**src/design/sfsc_pkg.sv**
```systemverilog
package sfsc_pkg;

  // ==========================================================
  // timing
  localparam int CLK_PERIOD_NS = 4;
  localparam int T_SR_WRITE_NS = 2000;
  localparam int T_PAGE_NS = 2400;
  localparam int T_SECTOR_NS = 8000;
  localparam int T_BLOCK_NS = 12000;
  localparam int T_CHIP_NS = 16000;
  localparam logic [11:0] CY_SR_WRITE =
    12'((T_SR_WRITE_NS + CLK_PERIOD_NS - 1) / CLK_PERIOD_NS);
  localparam logic [11:0] CY_PAGE =
    12'((T_PAGE_NS + CLK_PERIOD_NS - 1) / CLK_PERIOD_NS);
  localparam logic [11:0] CY_SECTOR =
    12'((T_SECTOR_NS + CLK_PERIOD_NS - 1) / CLK_PERIOD_NS);
  localparam logic [11:0] CY_BLOCK =
    12'((T_BLOCK_NS + CLK_PERIOD_NS - 1) / CLK_PERIOD_NS);
  localparam logic [11:0] CY_CHIP =
    12'((T_CHIP_NS + CLK_PERIOD_NS - 1) / CLK_PERIOD_NS);

  // ==========================================================
  // command codes
  localparam logic [7:0] OP_WRITE_ENABLE_CMD = 8'h06;
  localparam logic [7:0] OP_WRITE_DISABLE_CMD = 8'h04;
  localparam logic [7:0] OP_RDSR_LO = 8'h05;
  localparam logic [7:0] OP_RDSR_HI = 8'h35;
  localparam logic [7:0] OP_STATUS_WRITE_CMD = 8'h01;
  localparam logic [7:0] OP_PP = 8'h02;
  localparam logic [7:0] OP_QPP = 8'h32;
  localparam logic [7:0] OP_SE = 8'h20;
  localparam logic [7:0] OP_BE32 = 8'h52;
  localparam logic [7:0] OP_BE64 = 8'hD8;
  localparam logic [7:0] OP_CE_A = 8'h60;
  localparam logic [7:0] OP_CE_B = 8'hC7;
  localparam logic [7:0] OP_SUSPEND = 8'h75;
  localparam logic [7:0] OP_RESUME = 8'h7A;
  localparam logic [7:0] OP_DP = 8'hB9;
  localparam logic [7:0] OP_RELEASE = 8'hAB;
  localparam logic [7:0] OP_PERF = 8'hA3;

  // ==========================================================
  // status bit positions and reset values
  localparam int B_BUSY = 0;
  localparam int B_WEL = 1;
  localparam int B_BP_LSB = 2;
  localparam int B_SRP0 = 7;
  localparam int B_SRP1 = 8;
  localparam int B_QE = 9;
  localparam int B_LB = 10;
  localparam int B_PERF = 13;
  localparam int B_CMP = 14;
  localparam int B_SUS = 15;
  localparam logic [4:0] RST_BP = 5'h00;
  localparam logic [1:0] RST_SRP = 2'h0;
  localparam logic [15:0] RST_STATUS = 16'h0000;

  // ==========================================================
  // array geometry (2 MiB)
  localparam logic [20:0] ADDR_TOP = 21'h1F_FFFF;
  localparam logic [20:0] SZ_64K = 21'h01_0000;
  localparam logic [20:0] SZ_4K = 21'h00_1000;
  localparam logic [20:0] SZ_32K = 21'h00_8000;

  typedef enum logic [1:0] {
    SF_IDLE = 2'b00,
    SF_OPCODE = 2'b01,
    SF_BODY = 2'b10,
    SF_OUT = 2'b11
  } sfsc_state_e;

  // protected-region hit for one byte address
  function automatic logic sfsc_protected(input logic [20:0] a,
                                          input logic [4:0] bp,
                                          input logic cmp);
    logic [20:0] sz;
    logic hit;
    sz = '0;
    hit = 1'b0;
    if (bp[2:1] == 2'b11) begin
      hit = 1'b1;
    end else if (bp[2:0] != 3'h0) begin
      if (!bp[4]) begin
        sz = SZ_64K << 3'(bp[2:0] - 3'h1);
      end else if (bp[2]) begin
        sz = SZ_32K;
      end else begin
        sz = SZ_4K << 3'(bp[1:0] - 2'h1);
      end
      // bp3 picks bottom-up, otherwise top-down
      hit = bp[3] ? (a < sz) : ((ADDR_TOP - a) < sz);
    end
    return hit ^ cmp;
  endfunction : sfsc_protected

endpackage : sfsc_pkg

```
**src/design/sfsc_rx_if.sv**
```systemverilog
`timescale 1ns/10ps
interface sfsc_rx_if;
  logic frame_start;
  logic frame_end;
  logic bit_aligned;
  logic byte_valid;
  logic [7:0] byte_data;
  logic sclk_fall;

  modport rx (
    output frame_start, frame_end, bit_aligned,
    output byte_valid, byte_data, sclk_fall
  );
  modport core (
    input frame_start, frame_end, bit_aligned,
    input byte_valid, byte_data, sclk_fall
  );
endinterface : sfsc_rx_if

```
**src/design/sfsc_serial_rx.sv**
```systemverilog
`timescale 1ns/10ps
module sfsc_serial_rx (
  input wire logic i_clk,
  input wire logic i_rst_n,
  input wire logic i_sclk,
  input wire logic i_cs_n,
  input wire logic i_si,
  sfsc_rx_if.rx rx
);

  // ==========================================================
  // synchronisers; stage 3 only feeds edge detection
  logic [2:0] sclk_q;
  logic [2:0] csn_q;
  logic [1:0] si_q;
  logic [2:0] bit_cnt_q;
  logic [6:0] shift_q;
  logic rise;

  always_ff @(posedge i_clk or negedge i_rst_n) begin
    if (!i_rst_n) begin
      sclk_q <= 3'h0;
      csn_q <= 3'h7;
      si_q <= 2'h0;
    end else begin
      sclk_q <= {sclk_q[1:0], i_sclk};
      csn_q <= {csn_q[1:0], i_cs_n};
      si_q <= {si_q[0], i_si};
    end
  end

  assign rise = sclk_q[1] && !sclk_q[2] && !csn_q[1];

  // ==========================================================
  // bit assembly, msb first on rising edges
  always_ff @(posedge i_clk or negedge i_rst_n) begin
    if (!i_rst_n) begin
      bit_cnt_q <= 3'h0;
      shift_q <= 7'h00;
      rx.byte_valid <= 1'b0;
      rx.byte_data <= 8'h00;
    end else begin
      rx.byte_valid <= 1'b0;
      if (csn_q[2] && !csn_q[1]) begin
        bit_cnt_q <= 3'h0;
      end else if (rise) begin
        shift_q <= {shift_q[5:0], si_q[1]};
        bit_cnt_q <= bit_cnt_q + 3'h1;
        if (bit_cnt_q == 3'h7) begin
          rx.byte_valid <= 1'b1;
          rx.byte_data <= {shift_q, si_q[1]};
        end
      end
    end
  end

  // ==========================================================
  // frame edges
  always_ff @(posedge i_clk or negedge i_rst_n) begin
    if (!i_rst_n) begin
      rx.frame_start <= 1'b0;
      rx.frame_end <= 1'b0;
      rx.bit_aligned <= 1'b0;
      rx.sclk_fall <= 1'b0;
    end else begin
      rx.frame_start <= csn_q[2] && !csn_q[1];
      rx.frame_end <= !csn_q[2] && csn_q[1];
      rx.bit_aligned <= (bit_cnt_q == 3'h0);
      rx.sclk_fall <= !sclk_q[1] && sclk_q[2] && !csn_q[1];
    end
  end

endmodule : sfsc_serial_rx

```
**src/design/sfsc_op_timer.sv**
```systemverilog
`timescale 1ns/10ps
module sfsc_op_timer (
  input wire logic i_clk,
  input wire logic i_rst_n,
  input wire logic i_start,
  input wire logic [11:0] i_cycles,
  input wire logic i_pause,
  output logic o_busy,
  output logic o_done
);

  // ==========================================================
  // countdown; pause freezes the count for suspend
  logic [11:0] cnt_q;

  always_ff @(posedge i_clk or negedge i_rst_n) begin
    if (!i_rst_n) begin
      cnt_q <= 12'h000;
      o_busy <= 1'b0;
      o_done <= 1'b0;
    end else begin
      o_done <= 1'b0;
      if (i_start && !o_busy) begin
        cnt_q <= i_cycles;
        o_busy <= 1'b1;
      end else if (o_busy && !i_pause) begin
        if (cnt_q <= 12'h001) begin
          o_busy <= 1'b0;
          o_done <= 1'b1;
        end else begin
          cnt_q <= cnt_q - 12'h001;
        end
      end
    end
  end

endmodule : sfsc_op_timer

```
**src/design/sfsc_flash_status.sv**
```systemverilog
`timescale 1ns/10ps
module sfsc_flash_status (
  input wire logic I_CLK_SYS,
  input wire logic I_RESETN,
  input wire logic I_SCLK,
  input wire logic I_CS_N,
  input wire logic I_SI,
  input wire logic I_PROTECT_PIN,
  output logic O_SO,
  output logic O_SO_OE_N,
  output logic O_CTRL_PINS_EN,
  output logic [15:0] O_STATUS
);

  // ==========================================================
  // serial front end and operation timer
  sfsc_rx_if rx ();

  logic sus_q;
  logic tmr_start;
  logic [11:0] tmr_cycles;
  logic tmr_busy;
  logic tmr_done;

  sfsc_serial_rx u_rx (
    .i_clk(I_CLK_SYS),
    .i_rst_n(I_RESETN),
    .i_sclk(I_SCLK),
    .i_cs_n(I_CS_N),
    .i_si(I_SI),
    .rx(rx.rx)
  );

  sfsc_op_timer u_tmr (
    .i_clk(I_CLK_SYS),
    .i_rst_n(I_RESETN),
    .i_start(tmr_start),
    .i_cycles(tmr_cycles),
    .i_pause(sus_q),
    .o_busy(tmr_busy),
    .o_done(tmr_done)
  );

  // ==========================================================
  // register fields; reset stands in for a power cycle
  logic wel_q;
  logic [4:0] bp_q;
  logic [1:0] srp_q;
  logic qe_q;
  logic lb_q;
  logic cmp_q;
  logic perf_q;
  logic dpd_q;
  logic arr_op_q;
  logic [15:0] status;

  // ==========================================================
  // frame tracking
  sfsc_pkg::sfsc_state_e st_q;
  logic [2:0] idx_q;
  logic [7:0] opc_q;
  logic [23:0] addr_q;
  logic [7:0] wr_lo_q;
  logic [7:0] wr_hi_q;
  logic [2:0] out_cnt_q;
  logic [1:0] wp_q;

  // ==========================================================
  // commit decode signals
  logic commit;
  logic may_write;
  logic sr_locked;
  logic prot_hit;
  logic wel_set;
  logic wel_clr;
  logic sr_write;
  logic arr_start;
  logic sus_set;
  logic sus_clr;
  logic perf_set;
  logic perf_clr;
  logic dpd_set;
  logic [7:0] out_byte;

  always_ff @(posedge I_CLK_SYS or negedge I_RESETN) begin
    if (!I_RESETN) begin
      wp_q <= 2'h0;
    end else begin
      wp_q <= {wp_q[0], I_PROTECT_PIN};
    end
  end

  // reserved S12/S11 tie to zero
  always_comb begin
    status = sfsc_pkg::RST_STATUS;
    status[sfsc_pkg::B_BUSY] = tmr_busy && !sus_q;
    status[sfsc_pkg::B_WEL] = wel_q;
    status[sfsc_pkg::B_BP_LSB +: 5] = bp_q;
    status[sfsc_pkg::B_SRP0] = srp_q[0];
    status[sfsc_pkg::B_SRP1] = srp_q[1];
    status[sfsc_pkg::B_QE] = qe_q;
    status[sfsc_pkg::B_LB] = lb_q;
    status[sfsc_pkg::B_PERF] = perf_q;
    status[sfsc_pkg::B_CMP] = cmp_q;
    status[sfsc_pkg::B_SUS] = sus_q;
  end

  // ==========================================================
  // command framing
  always_ff @(posedge I_CLK_SYS or negedge I_RESETN) begin
    if (!I_RESETN) begin
      st_q <= sfsc_pkg::SF_IDLE;
    end else if (rx.frame_start) begin
      st_q <= sfsc_pkg::SF_OPCODE;
    end else if (rx.frame_end) begin
      st_q <= sfsc_pkg::SF_IDLE;
    end else if (rx.byte_valid) begin
      unique case (st_q)
        sfsc_pkg::SF_OPCODE: begin
          // deep power-down only answers the release code
          if (dpd_q && rx.byte_data != sfsc_pkg::OP_RELEASE) begin
            st_q <= sfsc_pkg::SF_IDLE;
          end else if (rx.byte_data == sfsc_pkg::OP_RDSR_LO ||
                       rx.byte_data == sfsc_pkg::OP_RDSR_HI) begin
            st_q <= sfsc_pkg::SF_OUT;
          end else begin
            st_q <= sfsc_pkg::SF_BODY;
          end
        end
        sfsc_pkg::SF_IDLE,
        sfsc_pkg::SF_BODY,
        sfsc_pkg::SF_OUT: begin
          st_q <= st_q;
        end
      endcase
    end
  end

  always_ff @(posedge I_CLK_SYS or negedge I_RESETN) begin
    if (!I_RESETN) begin
      idx_q <= 3'h0;
      opc_q <= 8'h00;
      addr_q <= 24'h00_0000;
      wr_lo_q <= 8'h00;
      wr_hi_q <= 8'h00;
    end else if (rx.frame_start) begin
      idx_q <= 3'h0;
    end else if (rx.byte_valid) begin
      if (idx_q != 3'h7) begin
        idx_q <= idx_q + 3'h1;
      end
      if (idx_q == 3'h0) begin
        opc_q <= rx.byte_data;
      end
      if (idx_q >= 3'h1 && idx_q <= 3'h3) begin
        addr_q <= {addr_q[15:0], rx.byte_data};
      end
      if (idx_q == 3'h1) begin
        wr_lo_q <= rx.byte_data;
      end
      if (idx_q == 3'h2) begin
        wr_hi_q <= rx.byte_data;
      end
    end
  end

  // ==========================================================
  // command execution at select rising
  always_comb begin
    commit = rx.frame_end && st_q == sfsc_pkg::SF_BODY;
    may_write = wel_q && !tmr_busy && rx.bit_aligned;
    // pin only counts while it is a control pin
    sr_locked = srp_q[1] ||
                (srp_q == 2'b01 && !qe_q && !wp_q[1]);
    prot_hit = sfsc_pkg::sfsc_protected(addr_q[20:0], bp_q, cmp_q);
    wel_set = 1'b0;
    wel_clr = 1'b0;
    sr_write = 1'b0;
    arr_start = 1'b0;
    tmr_cycles = sfsc_pkg::CY_PAGE;
    sus_set = 1'b0;
    sus_clr = 1'b0;
    perf_set = 1'b0;
    perf_clr = 1'b0;
    dpd_set = 1'b0;
    if (commit) begin
      unique case (opc_q)
        sfsc_pkg::OP_WRITE_ENABLE_CMD: begin
          wel_set = rx.bit_aligned && !tmr_busy;
        end
        sfsc_pkg::OP_WRITE_DISABLE_CMD: begin
          wel_clr = rx.bit_aligned && !tmr_busy;
        end
        sfsc_pkg::OP_STATUS_WRITE_CMD: begin
          sr_write = may_write && !sr_locked && idx_q >= 3'h2;
          tmr_cycles = sfsc_pkg::CY_SR_WRITE;
        end
        sfsc_pkg::OP_PP,
        sfsc_pkg::OP_QPP: begin
          // partial byte fails alignment; latch untouched
          arr_start = may_write && idx_q >= 3'h5 && !prot_hit &&
                      (opc_q != sfsc_pkg::OP_QPP || qe_q);
        end
        sfsc_pkg::OP_SE: begin
          arr_start = may_write && idx_q == 3'h4 && !prot_hit;
          tmr_cycles = sfsc_pkg::CY_SECTOR;
        end
        sfsc_pkg::OP_BE32,
        sfsc_pkg::OP_BE64: begin
          arr_start = may_write && idx_q == 3'h4 && !prot_hit;
          tmr_cycles = sfsc_pkg::CY_BLOCK;
        end
        sfsc_pkg::OP_CE_A,
        sfsc_pkg::OP_CE_B: begin
          arr_start = may_write && idx_q == 3'h1 &&
                      bp_q[2:0] == 3'h0 && !cmp_q;
          tmr_cycles = sfsc_pkg::CY_CHIP;
        end
        sfsc_pkg::OP_SUSPEND: begin
          sus_set = tmr_busy && arr_op_q && !sus_q;
        end
        sfsc_pkg::OP_RESUME: begin
          sus_clr = sus_q;
        end
        sfsc_pkg::OP_PERF: begin
          perf_set = idx_q == 3'h4 && !tmr_busy;
        end
        sfsc_pkg::OP_RELEASE: begin
          perf_clr = 1'b1;
        end
        sfsc_pkg::OP_DP: begin
          dpd_set = rx.bit_aligned && !tmr_busy;
        end
        default: begin
          wel_set = 1'b0;
        end
      endcase
    end
    tmr_start = sr_write || arr_start;
  end

  // ==========================================================
  // write latch: a set in the clear cycle wins
  always_ff @(posedge I_CLK_SYS or negedge I_RESETN) begin
    if (!I_RESETN) begin
      wel_q <= 1'b0;
    end else if (wel_set) begin
      wel_q <= 1'b1;
    end else if (wel_clr || tmr_done) begin
      wel_q <= 1'b0;
    end
  end

  // status fields change at write start, busy covers the program time
  always_ff @(posedge I_CLK_SYS or negedge I_RESETN) begin
    if (!I_RESETN) begin
      bp_q <= sfsc_pkg::RST_BP;
      srp_q <= sfsc_pkg::RST_SRP;
      qe_q <= 1'b0;
      lb_q <= 1'b0;
      cmp_q <= 1'b0;
    end else if (sr_write) begin
      bp_q <= wr_lo_q[sfsc_pkg::B_BP_LSB +: 5];
      srp_q[0] <= wr_lo_q[sfsc_pkg::B_SRP0];
      if (idx_q >= 3'h3) begin
        srp_q[1] <= wr_hi_q[sfsc_pkg::B_SRP1 - 8];
        qe_q <= wr_hi_q[sfsc_pkg::B_QE - 8];
        lb_q <= lb_q | wr_hi_q[sfsc_pkg::B_LB - 8];
        cmp_q <= wr_hi_q[sfsc_pkg::B_CMP - 8];
      end
    end
  end

  always_ff @(posedge I_CLK_SYS or negedge I_RESETN) begin
    if (!I_RESETN) begin
      arr_op_q <= 1'b0;
    end else if (arr_start) begin
      arr_op_q <= 1'b1;
    end else if (tmr_done || sr_write) begin
      arr_op_q <= 1'b0;
    end
  end

  always_ff @(posedge I_CLK_SYS or negedge I_RESETN) begin
    if (!I_RESETN) begin
      sus_q <= 1'b0;
    end else if (sus_set) begin
      sus_q <= 1'b1;
    end else if (sus_clr) begin
      sus_q <= 1'b0;
    end
  end

  always_ff @(posedge I_CLK_SYS or negedge I_RESETN) begin
    if (!I_RESETN) begin
      perf_q <= 1'b0;
      dpd_q <= 1'b0;
    end else begin
      if (perf_set) begin
        perf_q <= 1'b1;
      end else if (perf_clr) begin
        perf_q <= 1'b0;
      end
      if (dpd_set) begin
        dpd_q <= 1'b1;
      end else if (perf_clr) begin
        dpd_q <= 1'b0;
      end
    end
  end

  // ==========================================================
  // serial out: live status, so busy can be polled continuously
  assign out_byte = (opc_q == sfsc_pkg::OP_RDSR_LO) ? status[7:0]
                                                   : status[15:8];

  always_ff @(posedge I_CLK_SYS or negedge I_RESETN) begin
    if (!I_RESETN) begin
      O_SO <= 1'b0;
      out_cnt_q <= 3'h0;
    end else if (rx.frame_start) begin
      out_cnt_q <= 3'h0;
    end else if (rx.sclk_fall && st_q == sfsc_pkg::SF_OUT) begin
      O_SO <= out_byte[3'h7 - out_cnt_q];
      out_cnt_q <= out_cnt_q + 3'h1;
    end
  end

  always_ff @(posedge I_CLK_SYS or negedge I_RESETN) begin
    if (!I_RESETN) begin
      O_SO_OE_N <= 1'b1;
      O_CTRL_PINS_EN <= 1'b1;
      O_STATUS <= sfsc_pkg::RST_STATUS;
    end else begin
      O_SO_OE_N <= !(st_q == sfsc_pkg::SF_OUT) || rx.frame_end;
      O_CTRL_PINS_EN <= !qe_q;
      O_STATUS <= status;
    end
  end

endmodule : sfsc_flash_status

```
**config.mk**
```make
export PLATFORM = sky130hd
export DESIGN_NAME = sfsc_flash_status
export DESIGN_NICKNAME = d
export VERILOG_FILES = /design/src/design/sfsc_pkg.sv /design/src/design/sfsc_rx_if.sv /design/src/design/sfsc_serial_rx.sv /design/src/design/sfsc_op_timer.sv /design/src/design/sfsc_flash_status.sv
export SDC_FILE = /design/constraint.sdc
export NUM_CORES = 1
export LEC_CHECK = 0
export ABC_AREA = 1
export BUFFER_PORTS_ARGS = -buffer_cell sky130_fd_sc_hd__clkbuf_2
export CAP_MARGIN = 20
export CORE_UTILIZATION = 33
export DETAILED_ROUTE_END_ITERATION = 7
export RECOVER_POWER = 25
export SLEW_MARGIN = 20
export SYNTH_ARGS = -nofsm -noshare
export SYNTH_HDL_FRONTEND = slang
export SYNTH_SLANG_ARGS = --single-unit
```
**constraint.sdc**
```tcl
create_clock -name I_CLK_SYS -period 4.8 [get_ports I_CLK_SYS]
set_input_delay 0.96 -clock I_CLK_SYS [delete_from_list [all_inputs] [get_ports I_CLK_SYS]]
set_output_delay 0.96 -clock I_CLK_SYS [all_outputs]
set_load 0.02 [all_outputs]
```
==> run summary, run 1 <==
The post-cts gate resize count is 0. The origin of the worst setup path is bp_q[0]. The most used flip-flop cell after synthesis is dfrtp_1. The first-pass GRT wire length is roughly 21 mm. The count of yosys warnings during synthesis came out at 0. The fraction of the yosys area taken by sequential cells is between 50% and 60%. The delay contributed by the slowest stage of the critical path came out at 0.42 ns. The internal reg-to-reg setup slack is 2.00 ns.

For this design the ratio of total power to cell area is ~350 mW/mm^2. STA puts the critical path data arrival time at between 3 and 4 ns. The core outline area came out at 0.0180 mm^2. The startpoint identified for the worst register-to-register timing path is bp_q[0]. Row generation in the floorplan step produced between 40 and 50 rows. The cell that appears most often on the critical path is nand2_1. The number of cells traversed by the worst hold path came out at 0.

After synthesis the netlist holds a flip-flop and latch count of approximately 130. The number of library cell types mapped by synthesis is 44. The worst hold-check slack came out at 0.346 ns.

The area of the die is 0.0188 mm^2. The worst pin sits at a relative slew slack of -35.7%. The count of endpoints failing setup in the final report came out at 0. The initial core utilization came out at 33.6%.

Clock tree synthesis selected as its root buffer the cell clkbuf_16. Power comes to 2.48 mW. The residual overflow from global routing came out at 0.

The H-tree generated during clock tree synthesis spans 4 levels. The biggest area contributor in the post-synthesis netlist is dfrtp_1. The number of top-level pins is 25. The final critical-path required period came out at 2.80 ns. The via count of the first global-routing pass is 4346. The number of nets in the final layout came out at 775. The combined buffer and inverter count along the critical path is 3. The portion of synthesized cell area occupied by the leading cell type came out at around half. The path type of the worst min-delay path is reg2reg. Static timing analysis puts the maximum clock frequency at approximately 360 MHz. The chip width came out at 137 um. The number of buffers on the longest clock path came out at 2. The total number of clock tree sinks is 126. The final cell count without fillers is 986.

For this design, the slowest cell found on the critical path is dfrtp_1. The fraction of registers with async set or reset after synthesis came out at 100%. Before CTS, the worst setup slack after placement is 2.00 ns. Clock-pin slew was measured on the worst setup and hold paths at 0.05 ns. The aggregate negative setup slack is 0 ns.

The required time reported for the critical path endpoint is 5.12 ns. From synthesis to final layout, the design area changed by 15.9%. The clock buffer count from CTS is 17. The final antenna-violating net count is 0. In this run the static leakage power is approximately 3.4 nW. VDD sags by at most 0.365 mV.

In the routed design, unresolved DRC markers number 1. The die height came out at 137 um. The vias per cell came out at 4.68. The CTS tree is yes. The checks that failed: DRC, capacitance limit, slew limit. The final design area excluding fillers came out at 0.00700 mm^2. The hold violation total from the final report is 0. Global routing consumed, over all layers together, 15.0% of the routing resources.

The worst setup slack after layout is 2.00 ns. The number of buffer cells added on primary ports came out at 22. The share of cells above drive strength 1 came out at 9.91%.

The number of inserted diodes is 0. The final critical path takes up about three fifths of the cycle. The number of fill cells in the layout is 1808.

The maximum number of pins on one net before global-route repair came out at 83. Setup repair after global routing left no endpoint under its margin. In this design, the largest share of critical-path delay is due to simple AND/OR/NAND/NOR gates. The clock skew after layout is approximately 0.0076 ns.

The critical path goes through inv_1 > nor2_1 > nand2_1 > ha_1 > nor2_1 > nand3_1 > nand3_1 > nand2_1 > nand2_1 > nand2_1 > a21oi_2 > nand2_1 > nand3_1 > nand2_1 > nand2_2 > nand2_4 > nand2_4 > nand3_4 > inv_1 > nand2_1 > nand2_1 > inv_1. The total via count after detailed routing is ~4600. The flow ran to the end, but the final reports show violations.

Counting tap cells, the placed design contains a total of between 900 and 1000 instances. The actual slew at the worst max-slew pin came out at just over 2 ns. The weighted congestion reported at the end of routability-driven placement is 0.946.

The largest fanout on the critical path came out at 11. The worst setup path is captured at a register. The worst hold path begins at u_rx.si_q[0]. The hold buffer count at cts is 0. The total wire length after detailed routing came out at 12.8 mm. STA classifies the critical path startpoint as a register. For hold timing, the worst endpoint is u_rx.si_q[1]. The mean instance size in the synthesized netlist came out at 8.50 um^2. The cell area that synthesis handed to floorplanning was 0.00604 mm^2. The worst register-to-register path ends at u_tmr.cnt_q[3].

The number of enable flip-flop cells after synthesis is 0. For this run, the detailed router's first-pass iteration total came to 7. The worst setup path is of the reg2reg kind. In this run, the number of DRC markers left after iteration 0 of detailed routing was 300. The number of antenna violations at the first check in global routing is 0. The number of max-slew violations in the final report is 83. Cells fill 39.0% of the core in the end. The max-cap violation count came out at 1.

After synthesis, the cell types taking the most area are dfrtp_1 50%, nand2_1 9.7%, inv_1 6.7%, o21ai_0 6.6%, ha_1 5.2%. The final routed wire length divided by cell count came out at 13.0 um. The number of instances in the synthesized netlist is 711. The post-detailed-placement cell area came out at 0.00640 mm^2.

The clock latency at the later pin of the worst-skew pair came out at 0.42 ns. Counting cells, the worst reg-to-reg path comes to 22. The placed wire-length estimate is around 9.2 mm.

The number of setup buffers added after CTS came out at 0.
-- worst max-delay path by stage --
stage | end | slack [ns] | depth (start not counted)
floorplan | u_tmr.cnt_q[5] | 2.32 | 22
global placement | u_tmr.cnt_q[3] | 2.10 | 22
detailed placement | u_tmr.cnt_q[3] | 2.00 | 22
CTS | u_tmr.cnt_q[3] | 1.99 | 22
global route | u_tmr.cnt_q[3] | 1.60 | 22
finish | u_tmr.cnt_q[3] | 2.00 | 22
-- per-layer routing --
metal  GRT usage, %  wire [um]  vias up
met5              0          0        -
met1           20.8       6380     2141
met2           21.8       5610      106
li1               -          -     2360
met4           5.25        133        0
met3           4.53        645       12
-- layout make-up --
type                       instances  area (um^2)  area share (%)
sequential                       126         3160            45.1
multi-input combinational        461         2400            34.2
clock buffer                      26          499            7.13
inverter                         113          424            6.06
tap                              229          287            4.09
timing repair buffer              25          133            1.89
clock inverter                     6          105            1.50
-- synth_stat cells, types with 2 or more instances --
library cell / number
buf_4: 3
nand2_4: 2
xor2_1: 3
nand2_1: 156
nor2_1: 66
o211ai_1: 3
dfstp_2: 5
dfrtp_1: 121
o31ai_1: 4
a21oi_1: 27
nand3_1: 33
nor3_1: 11
ha_1: 25
a32o_1: 2
inv_1: 108
o21ai_0: 80
clkbuf_1: 8
nand4_1: 6
a211oi_1: 2
o311ai_0: 2
inv_2: 3
clkinv_1: 2
o21ai_2: 2
nor4_1: 7
xnor2_1: 5
nand2_2: 7
-- placed cells by master (no fill, tap or decap), types with 5 or more instances in the layout --
cell	count
clkbuf_16	17
inv_1	108
nor3_1	11
nor2_1	66
nand3_1	33
nand2_2	7
a21oi_1	27
nand2_1	156
clkbuf_1	5
nor4_1	7
ha_1	25
clkbuf_2	22
dfrtp_1	121
nand4_1	6
xnor2_1	5
o21ai_0	80
-- registers in the layout, summed over array words and instances, names as in the netlist, 4 cells and up --
signal / flops
O_STATUS: 14
addr_q: 21
bp_q: 5
opc_q: 8
u_rx.rx.byte_data: 8
u_rx.shift_q: 7
u_tmr.cnt_q: 12
wr_hi_q: 4
wr_lo_q: 6
-- logic make-up after synthesis --
group,after synthesis,synth area share (%)
DFF,126,52.3
xor gates and xnor gates,8,1.16
other,1,0.0621
AOI/OAI and AO/OA,133,12.3
adders and majority gates,25,5.18
buffers and inverters,125,8.08
and+or+nand+nor,293,20.9
-- worst reg2reg max path, cell delays in order, from the launching register on --
cell,delay (ns)
dfrtp_1,0.42
inv_1,0.10
nor2_1,0.20
nand2_1,0.12
ha_1,0.33
nor2_1,0.16
nand3_1,0.09
nand3_1,0.08
nand2_1,0.05
nand2_1,0.05
nand2_1,0.05
a21oi_2,0.10
nand2_1,0.08
nand3_1,0.07
nand2_1,0.07
nand2_2,0.08
nand2_4,0.06
nand2_4,0.10
nand3_4,0.14
inv_1,0.17
nand2_1,0.07
nand2_1,0.06
inv_1,0.03
-- power breakdown --
group	leakage (nW)	internal (mW)	switching, mW
Sequential	1.71	1.09	0.0143
Clock	0.298	0.869	0.449
Combinational	1.43	0.0139	0.0464
Total	3.44	1.97	0.510
No activity file was read; power rests on OpenSTA's default activity.
==> run 2: changes to the inputs <==
==> constraint.sdc (replaced) <==
create_clock -name I_CLK_SYS -period 2.7 [get_ports I_CLK_SYS]
set_input_delay 0.54 -clock I_CLK_SYS [delete_from_list [all_inputs] [get_ports I_CLK_SYS]]
set_output_delay 0.54 -clock I_CLK_SYS [all_outputs]
set_load 0.02 [all_outputs]
==> run 2 against run 1 <==
Total power up 80%. The flow still finishes with violations (DRC, capacitance limit, slew limit). Non-clock buffer count up 16. Sequential share of layout area down 1.9 points. Critical endpoint is now u_tmr.cnt_q[9]. Highest routed layer unchanged.
==> run summary, run 2 (synthesized netlist as in run 1, its figures left out) <==
The final antenna-violating net count is 0 (unchanged). The final cycle utilization of the critical path is 95.1% (+37 points). The number of fill cells in the layout is 1788 (-1.1%). Tracing the worst setup path back leads to its startpoint at bp_q[2]. The worst hold path begins at I_CS_N. The clock skew after layout was 0.0133 ns (+0.00568 ns). The global router's overall resource usage came to 15.3% (+0.38 points). The worst setup path category is reg2reg. The pre-CTS setup slack is 0.0170 ns (-1.98 ns). The internal reg-to-reg setup slack came out at 0.13 ns (-1.87 ns). More flip-flops sit in one register than any other, and that register is addr_q.

The combined buffer and inverter count along the critical path came out at 1 (-2). The min-delay analysis places its worst path in the category in2reg. The number of buffer cells added on primary ports came out at 22 (unchanged).

The share of cells above drive strength 1 is 15.7% (+5.7 points). The largest registers in the layout are addr_q (21), O_STATUS (14), u_tmr.cnt_q (12). The clock buffer count from CTS came out at 17 (unchanged). The fmax came to 389 MHz (+9.0%).

The total power came out at 4.45 mW (+80%). The number of antenna violations at the first check in global routing came out at 0 (unchanged). The die height was 137 um (unchanged). The final core utilization came out at 40.7% (+1.7 points). The via count of the first global-routing pass was 4470 (+2.9%). In this run the critical register-to-register path is captured at u_tmr.cnt_q[9].

The top cell types in the final layout, fill and taps aside, are 146 x nand2_1, 119 x dfrtp_1, 105 x inv_1. TritonCTS built the clock tree. The data arrival time of the critical path came out at 2.88 ns (-0.24 ns). The number of max-slew violations in the final report is 34 (-59%).

The core outline area is 0.0180 mm^2 (unchanged). The flip-flop count of the largest register, all copies and words added came out at 21 (unchanged). The startpoint of the lowest-slack register-to-register path is bp_q[2]. STA classifies the critical path startpoint as a register. The number of nets in the final layout came to 791 (+2.1%). The area of the die came out at 0.0188 mm^2 (unchanged). The run finished, with violations left. The violation count after the first detailed-routing iteration came to 243 (-19%). The library cell used most frequently in the layout, excluding fill and tap cells, is nand2_1.

The initial core utilization came out at 33.6% (unchanged). The power density of the placed cells came out at 609 mW/mm^2 (+72%). The placed wire-length estimate is 9.38 mm (+2.4%). The delay contributed by the slowest stage of the critical path came to 0.46 ns (+0.04 ns).

The critical path goes through nor2_2 > nand2_1 > ha_4 > nor2_1 > nand3_1 > nand3_1 > nand2_1 > nand2_1 > nand2_1 > a21oi_2 > nand2_2 > nand3_1 > nand2_2 > nand2_2 > nand2_4 > nand2_4 > nand3_4 > buf_6 > nand2_2 > o21ai_1. The number of inserted diodes is 0 (unchanged). The vias per cell came out at 4.65 (-0.64%).

The site row count is 49 (unchanged). The final reports fail on DRC, capacitance limit, slew limit. The required time reported for the critical path endpoint came out at 3.01 ns (-2.11 ns). The actual slew at the worst max-slew pin was 1.82 ns (-0.220 ns). The largest fanout on the critical path came out at 8 (-3). The hold buffer count at cts is 0 (unchanged). The post-detailed-placement cell area is 0.00650 mm^2 (+1.6%). The number of top-level pins came to 25 (unchanged).

Among all stages on the critical path, the largest delay is contributed by dfrtp_2. The clock edge transition at the registers on the reported setup and hold paths is 0.06 ns (about the same). The root cell of the clock tree is clkbuf_16.

The static leakage is 3.58 nW (+4.3%). The final routed wire length divided by cell count is 13.1 um (+1.0%). The number of cells traversed by the worst hold path is 1 (+1). The depth of the most critical reg-to-reg path is 20 (-9.1%). The clock latency at the later pin of the worst-skew pair is 0.43 ns (about the same). The chip width came out at 137 um (unchanged). The max-cap violation count is 1 (unchanged). The relative slew slack is -21.1% (+15 points). The number of buffers on the longest clock path came out at 2 (unchanged). The total wire length after detailed routing is 13.1 mm (+2.7%).

The cell family contributing the most delay on the critical path is simple AND/OR/NAND/NOR gates. The count of endpoints failing setup in the final report is 0 (unchanged). The weighted congestion reported at the end of routability-driven placement came out at 0.909 (-3.9%). The endpoint type of the worst setup path is a register. Setup repair after global routing could not meet its margin everywhere. The maximum number of pins on one net before global-route repair came out at 68 (-18%). The worst hold path terminates at u_rx.csn_q[0]. The count of H-tree levels built during CTS came out at 4 (unchanged). The total DRC errors in the routed layout is 1 (unchanged). The total via count after detailed routing is 4664 (+0.97%). The synthesis-to-finish area growth is 21.1%. The total number of clock tree sinks came out at 126 (unchanged). The worst voltage drop across the vdd grid is 0.446 mV (+22%). The hold violation total from the final report is 0 (unchanged). The length of the first detailed-routing pass in iterations came out at 8 (+1). The residual overflow from global routing is 0 (unchanged). The aggregate negative setup slack came out at 0 ns (unchanged). The final design area excluding fillers is 0.00731 mm^2 (+4.4%). The worst setup slack after layout is 0.132 ns (-1.87 ns).

The final critical-path required period is 2.57 ns (-0.231 ns). The first-pass GRT wire length came out at 22.1 mm (+3.1%).
-- run 2: report_power, final --
| group | total (mW) | switching (mW) | internal [mW] |
|---|---|---|---|
| clock network | 2.39 | 0.814 | 1.57 |
| registers | 1.96 | 0.0249 | 1.93 |
| logic | 0.110 | 0.0827 | 0.0274 |
-- run 2: per-stage QoR --
step	hold WS (ns)	instances
2_1_floorplan	0.244	712
3_3_place_gp	0.333	966
3_5_place_dp	0.335	966
4_1_cts	0.0594	998
5_1_grt	0.180	1002
6_report	0.203	1002
-- run 2: worst register-to-register path, delay by kind of cell (launching register included) --
family / cells / cell delay (ns)
fa+ha+maj: 1 / 0.25
simple gates: 16 / 1.39
compound gates: 2 / 0.19
buf+inv: 1 / 0.17
flops: 1 / 0.46
-- run 2: layout make-up --
cell class | count | area (um^2) | area share (%)
Multi-Input combinational cell | 461 | 2550 | 34.9
Inverter | 113 | 427 | 5.83
Clock inverter | 6 | 108 | 1.47
Tap cell | 229 | 287 | 3.92
Sequential cell | 126 | 3160 | 43.2
Timing Repair Buffer | 41 | 272 | 3.71
Clock buffer | 26 | 509 | 6.96
-- run 2: repair_timing --
action | 4_1_cts | 5_1_grt
gates resized for setup | 0 | 38
buffers inserted | 0 | 4
setup endpoints to repair | 0 | 13
-- run 2: worst max-delay path by stage --
stage                                 to  slack (ns)  depth (start not counted)
after global placement    u_tmr.cnt_q[3]        0.09                         23
after CTS                 u_tmr.cnt_q[3]        0.02                         21
final                     u_tmr.cnt_q[9]        0.13                         20
after floorplan           u_tmr.cnt_q[5]        0.22                         22
after global routing      u_tmr.cnt_q[4]        -0.1                         22
after detailed placement  u_tmr.cnt_q[3]        0.02                         22
-- run 2: layer usage --
metal / vias up / GRT usage (%) / part of all wire [%]
met3: 21 / 3.97 / 3.4
li1: 2386 / - / -
met5: - / 0 / 0
met2: 92 / 22.4 / 43
met1: 2165 / 21.6 / 52
met4: 0 / 5.92 / 1.5
==> run 3: changes to the inputs <==
--- a/config.mk
+++ b/config.mk
@@ -8,7 +8,7 @@
 export ABC_AREA = 1
 export BUFFER_PORTS_ARGS = -buffer_cell sky130_fd_sc_hd__clkbuf_2
 export CAP_MARGIN = 20
-export CORE_UTILIZATION = 33
+export CORE_UTILIZATION = 25
 export DETAILED_ROUTE_END_ITERATION = 7
 export RECOVER_POWER = 25
 export SLEW_MARGIN = 20
==> run 3 against run 2 <==
The run now ends clean. Setup slack worse by 0.0020 ns. Register-to-register slack hardly changed. Critical endpoint is now u_tmr.cnt_q[3]. Largest cell class unchanged. Sequential cell count stayed put. Clock-buffer cell count is 2 lower. Cell area is 1.7% higher. Highest routed layer unchanged. Largest power group unchanged. Critical path depth is 3 higher. Core utilization is 9.2 points lower. Clock skew is 0.0063 ns lower.
==> run summary, run 3 (synthesized netlist as in run 1, its figures left out) <==
The run finished with clean final reports. The power share of the combinational group came out at 2.7% (+0.2 points). The clock edge transition at the registers on the reported setup and hold paths is 0.05 ns (about the same). The residual overflow from global routing came out at 0 (unchanged). The proportion of power drawn by flip-flops and latches was 46.3% (+2.4 points). The path type of the worst min-delay path is in2reg. The share of cells above drive strength 1 came out at 16.9% (+1.2 points).

The global router's overall resource usage is 11.5% (-3.8 points). The maximum number of pins on one net before global-route repair was 56 (-18%). The post-detailed-placement cell area is 0.00660 mm^2 (+1.5%). The vias per cell came out at 4.27 (-8.4%).

The area of the die came to 0.0248 mm^2 (+32%). The worst voltage drop across the vdd grid came out at 0.431 mV (-3.3%). The site row count was 56 (+14%).

The leading cell type in the layout, fill and taps excluded is nand2_1. The count of H-tree levels built during CTS came out at 4 (unchanged). The internal power is 3.33 mW (-5.6%). The required time reported for the critical path endpoint is 3.01 ns (about the same). The total wire length after detailed routing came out at 13.3 mm (+1.6%).

The static leakage is 3.59 nW (+0.13%). The number of fill cells in the layout is 2485 (+39%). In the layout the commonest cells are 142 x nand2_1, 119 x dfrtp_1, 104 x inv_1.

The cell with the most instances on the worst path is nand2_1. The aggregate negative setup slack is 0 ns (unchanged). The clock buffer count from CTS is 17 (unchanged). The total number of clock tree sinks is 126 (unchanged).

The placed wire-length estimate is 9.64 mm (+2.9%). The path length in cells of the critical path is 23 (+15%). Counting flops per register, the top entry is addr_q. The actual slew at the worst max-slew pin came out at 0.966 ns (-0.850 ns). The violation count after the first detailed-routing iteration came to 255 (+4.9%). The chip width came out at 157 um (+15%). The number of buffers on the longest clock path is 2 (unchanged). The die height is 157 um (+15%). The largest registers in the layout are addr_q (21), O_STATUS (14), u_tmr.cnt_q (12). The delay contributed by the slowest stage of the critical path is 0.42 ns (-0.04 ns). The data arrival time of the critical path is 2.88 ns (about the same). The switching power share of the total came out at 21.2% (+0.51 points).

The number of top-level pins is 25 (unchanged). The via count of the first global-routing pass was 4469 (-0.022%). The clock skew after layout is 0.00703 ns (-0.00626 ns). The critical path is of the reg2reg type. The relative slew slack was 35.4% (+56 points). The final antenna-violating net count is 0 (unchanged). The synthesis-to-finish area growth came out at 23.1%. The core outline area came out at 0.0236 mm^2 (+31%). The number of antenna violations at the first check in global routing was 0 (unchanged). The switching power came out at 0.898 mW (-2.6%).

The largest fanout on the critical path came out at 7 (-1). The max-cap violation count is 0 (-1). The total DRC errors in the routed layout came out at 0 (-1). The combined buffer and inverter count along the critical path came to 4 (+3). The worst setup path is launched from a register. The hold violation total from the final report was 0 (unchanged). The final cycle utilization of the critical path is 95.2% (about the same). The initial core utilization is 25.6% (-8.0 points). The total power came out at 4.23 mW (-5.0%).

Setup repair after global routing could not meet its margin everywhere. The depth of the most critical reg-to-reg path came out at 23 (+15%). The final design area excluding fillers is 0.00743 mm^2 (+1.7%).

The flip-flop count of the largest register, all copies and words added is 21 (unchanged). For this design, the slowest cell found on the critical path is dfrtp_2. The number of buffer cells added on primary ports came out at 22 (unchanged).

TritonCTS built the clock tree. The number of cells traversed by the worst hold path came to 1 (unchanged). The total via count after detailed routing came out at 4671 (+0.15%).

The clock network fraction of total power is 51.1% (-2.5 points). The tree is rooted in a clkbuf_16. The worst setup path is captured at a register. The first-pass GRT wire length came out at 22.1 mm (unchanged). The final critical-path required period was 2.57 ns (+0.00204 ns). The length of the first detailed-routing pass in iterations came out at 5 (-3). The final core utilization is 31.5% (-9.2 points). The power density of the placed cells is 569 mW/mm^2 (-6.5%). The critical path goes through buf_4 > nand2_1 > ha_1 > nand2_1 > inv_1 > o21ai_1 > nand3_1 > nand3_1 > nand2_1 > nand2_1 > nand2_1 > nand2_2 > nand2_1 > nand2_1 > nand2_1 > nand2_2 > nand2_4 > nand2_8 > nand3_4 > inv_4 > nand2_2 > nand2_2 > inv_1.

The cell family contributing the most delay on the critical path is simple AND/OR/NAND/NOR gates. The number of max-slew violations in the final report is 0 (-100%). The clock latency at the later pin of the worst-skew pair is 0.42 ns (about the same).

The number of nets in the final layout came to 794 (+0.38%). The final routed wire length divided by cell count came out at 12.2 um (-7.1%). The count of endpoints failing setup in the final report came out at 0 (unchanged).

The fmax is 389 MHz (about the same). The number of inserted diodes came to 0 (unchanged). The weighted congestion reported at the end of routability-driven placement came out at 0.901 (-0.87%).
run 3: cell count changes in the layout (fill, tap and decap cells not counted), sizes merged:
cell	before	now
dlygate4sd3	0	1
clkbuf	48	45
bufinv	3	2
clkinv	3	6
nand3	35	36
buf	19	21
run 3: power by group through the flow:
stage	Clock, mW	Combinational, mW	Sequential [mW]
2_1_floorplan	0	0.0511	1.99
3_3_place_gp	0	0.115	1.99
3_5_place_dp	0	0.116	1.99
4_1_cts	2.21	0.118	1.96
5_1_grt	2.29	0.133	1.96
6_report	2.16	0.114	1.96
run 3: metrics by stage:
| stage | hold slack, ns | std cells | setup slack (ns) |
|---|---|---|---|
| 5_1_grt | 0.190 | 1095 | -0.0797 |
| 4_1_cts | 0.194 | 1087 | 0.0415 |
| 2_1_floorplan | 0.244 | 712 | 0.223 |
| 3_5_place_dp | 0.340 | 1054 | 0.0170 |
| 3_3_place_gp | 0.335 | 1054 | 0.0749 |
| 6_report | 0.209 | 1095 | 0.130 |
run 3: cell type report:
type | count | area [um^2] | share of cell area (%)
clock inverter | 8 | 92.6 | 1.25
tap | 319 | 399 | 5.37
inverter | 113 | 429 | 5.77
multi-input combinational | 462 | 2590 | 34.9
clock buffer | 24 | 462 | 6.21
sequential | 126 | 3160 | 42.5
timing repair buffer | 43 | 297 | 3.99
run 3: what timing repair did:
| item | 4_1_cts | 5_1_grt |
|---|---|---|
| resized for setup | 1 | 52 |
| hold buffers | 1 | 0 |
| setup endpoints to repair | 1 | 13 |
| setup buffers | 0 | 7 |
| cloned | 0 | 1 |
| endpoints found under the hold margin | 13 | 0 |
| pin swaps | 0 | 14 |
run 3: final timing paths:
kind,start,end,slack [ns]
min reg2reg,u_rx.sclk_q[0],u_rx.sclk_q[1],0.35
max in group asynchronous,I_RESETN,u_rx.csn_q[0],1.52
min in group asynchronous,I_RESETN,wp_q[0],0.53
max reg2reg,bp_q[2],u_tmr.cnt_q[3],0.13
max,bp_q[2],u_tmr.cnt_q[3],0.13
min,I_CS_N,u_rx.csn_q[0],0.21
run 3: layer usage:
metal  track usage (%)  wire, um  vias to the layer above
met5                 0         0                        -
met2              17.3      5900                       86
met3              3.00       483                       16
li1                  -         -                     2395
met4              4.35       197                        0
met1              15.7      6740                     2174
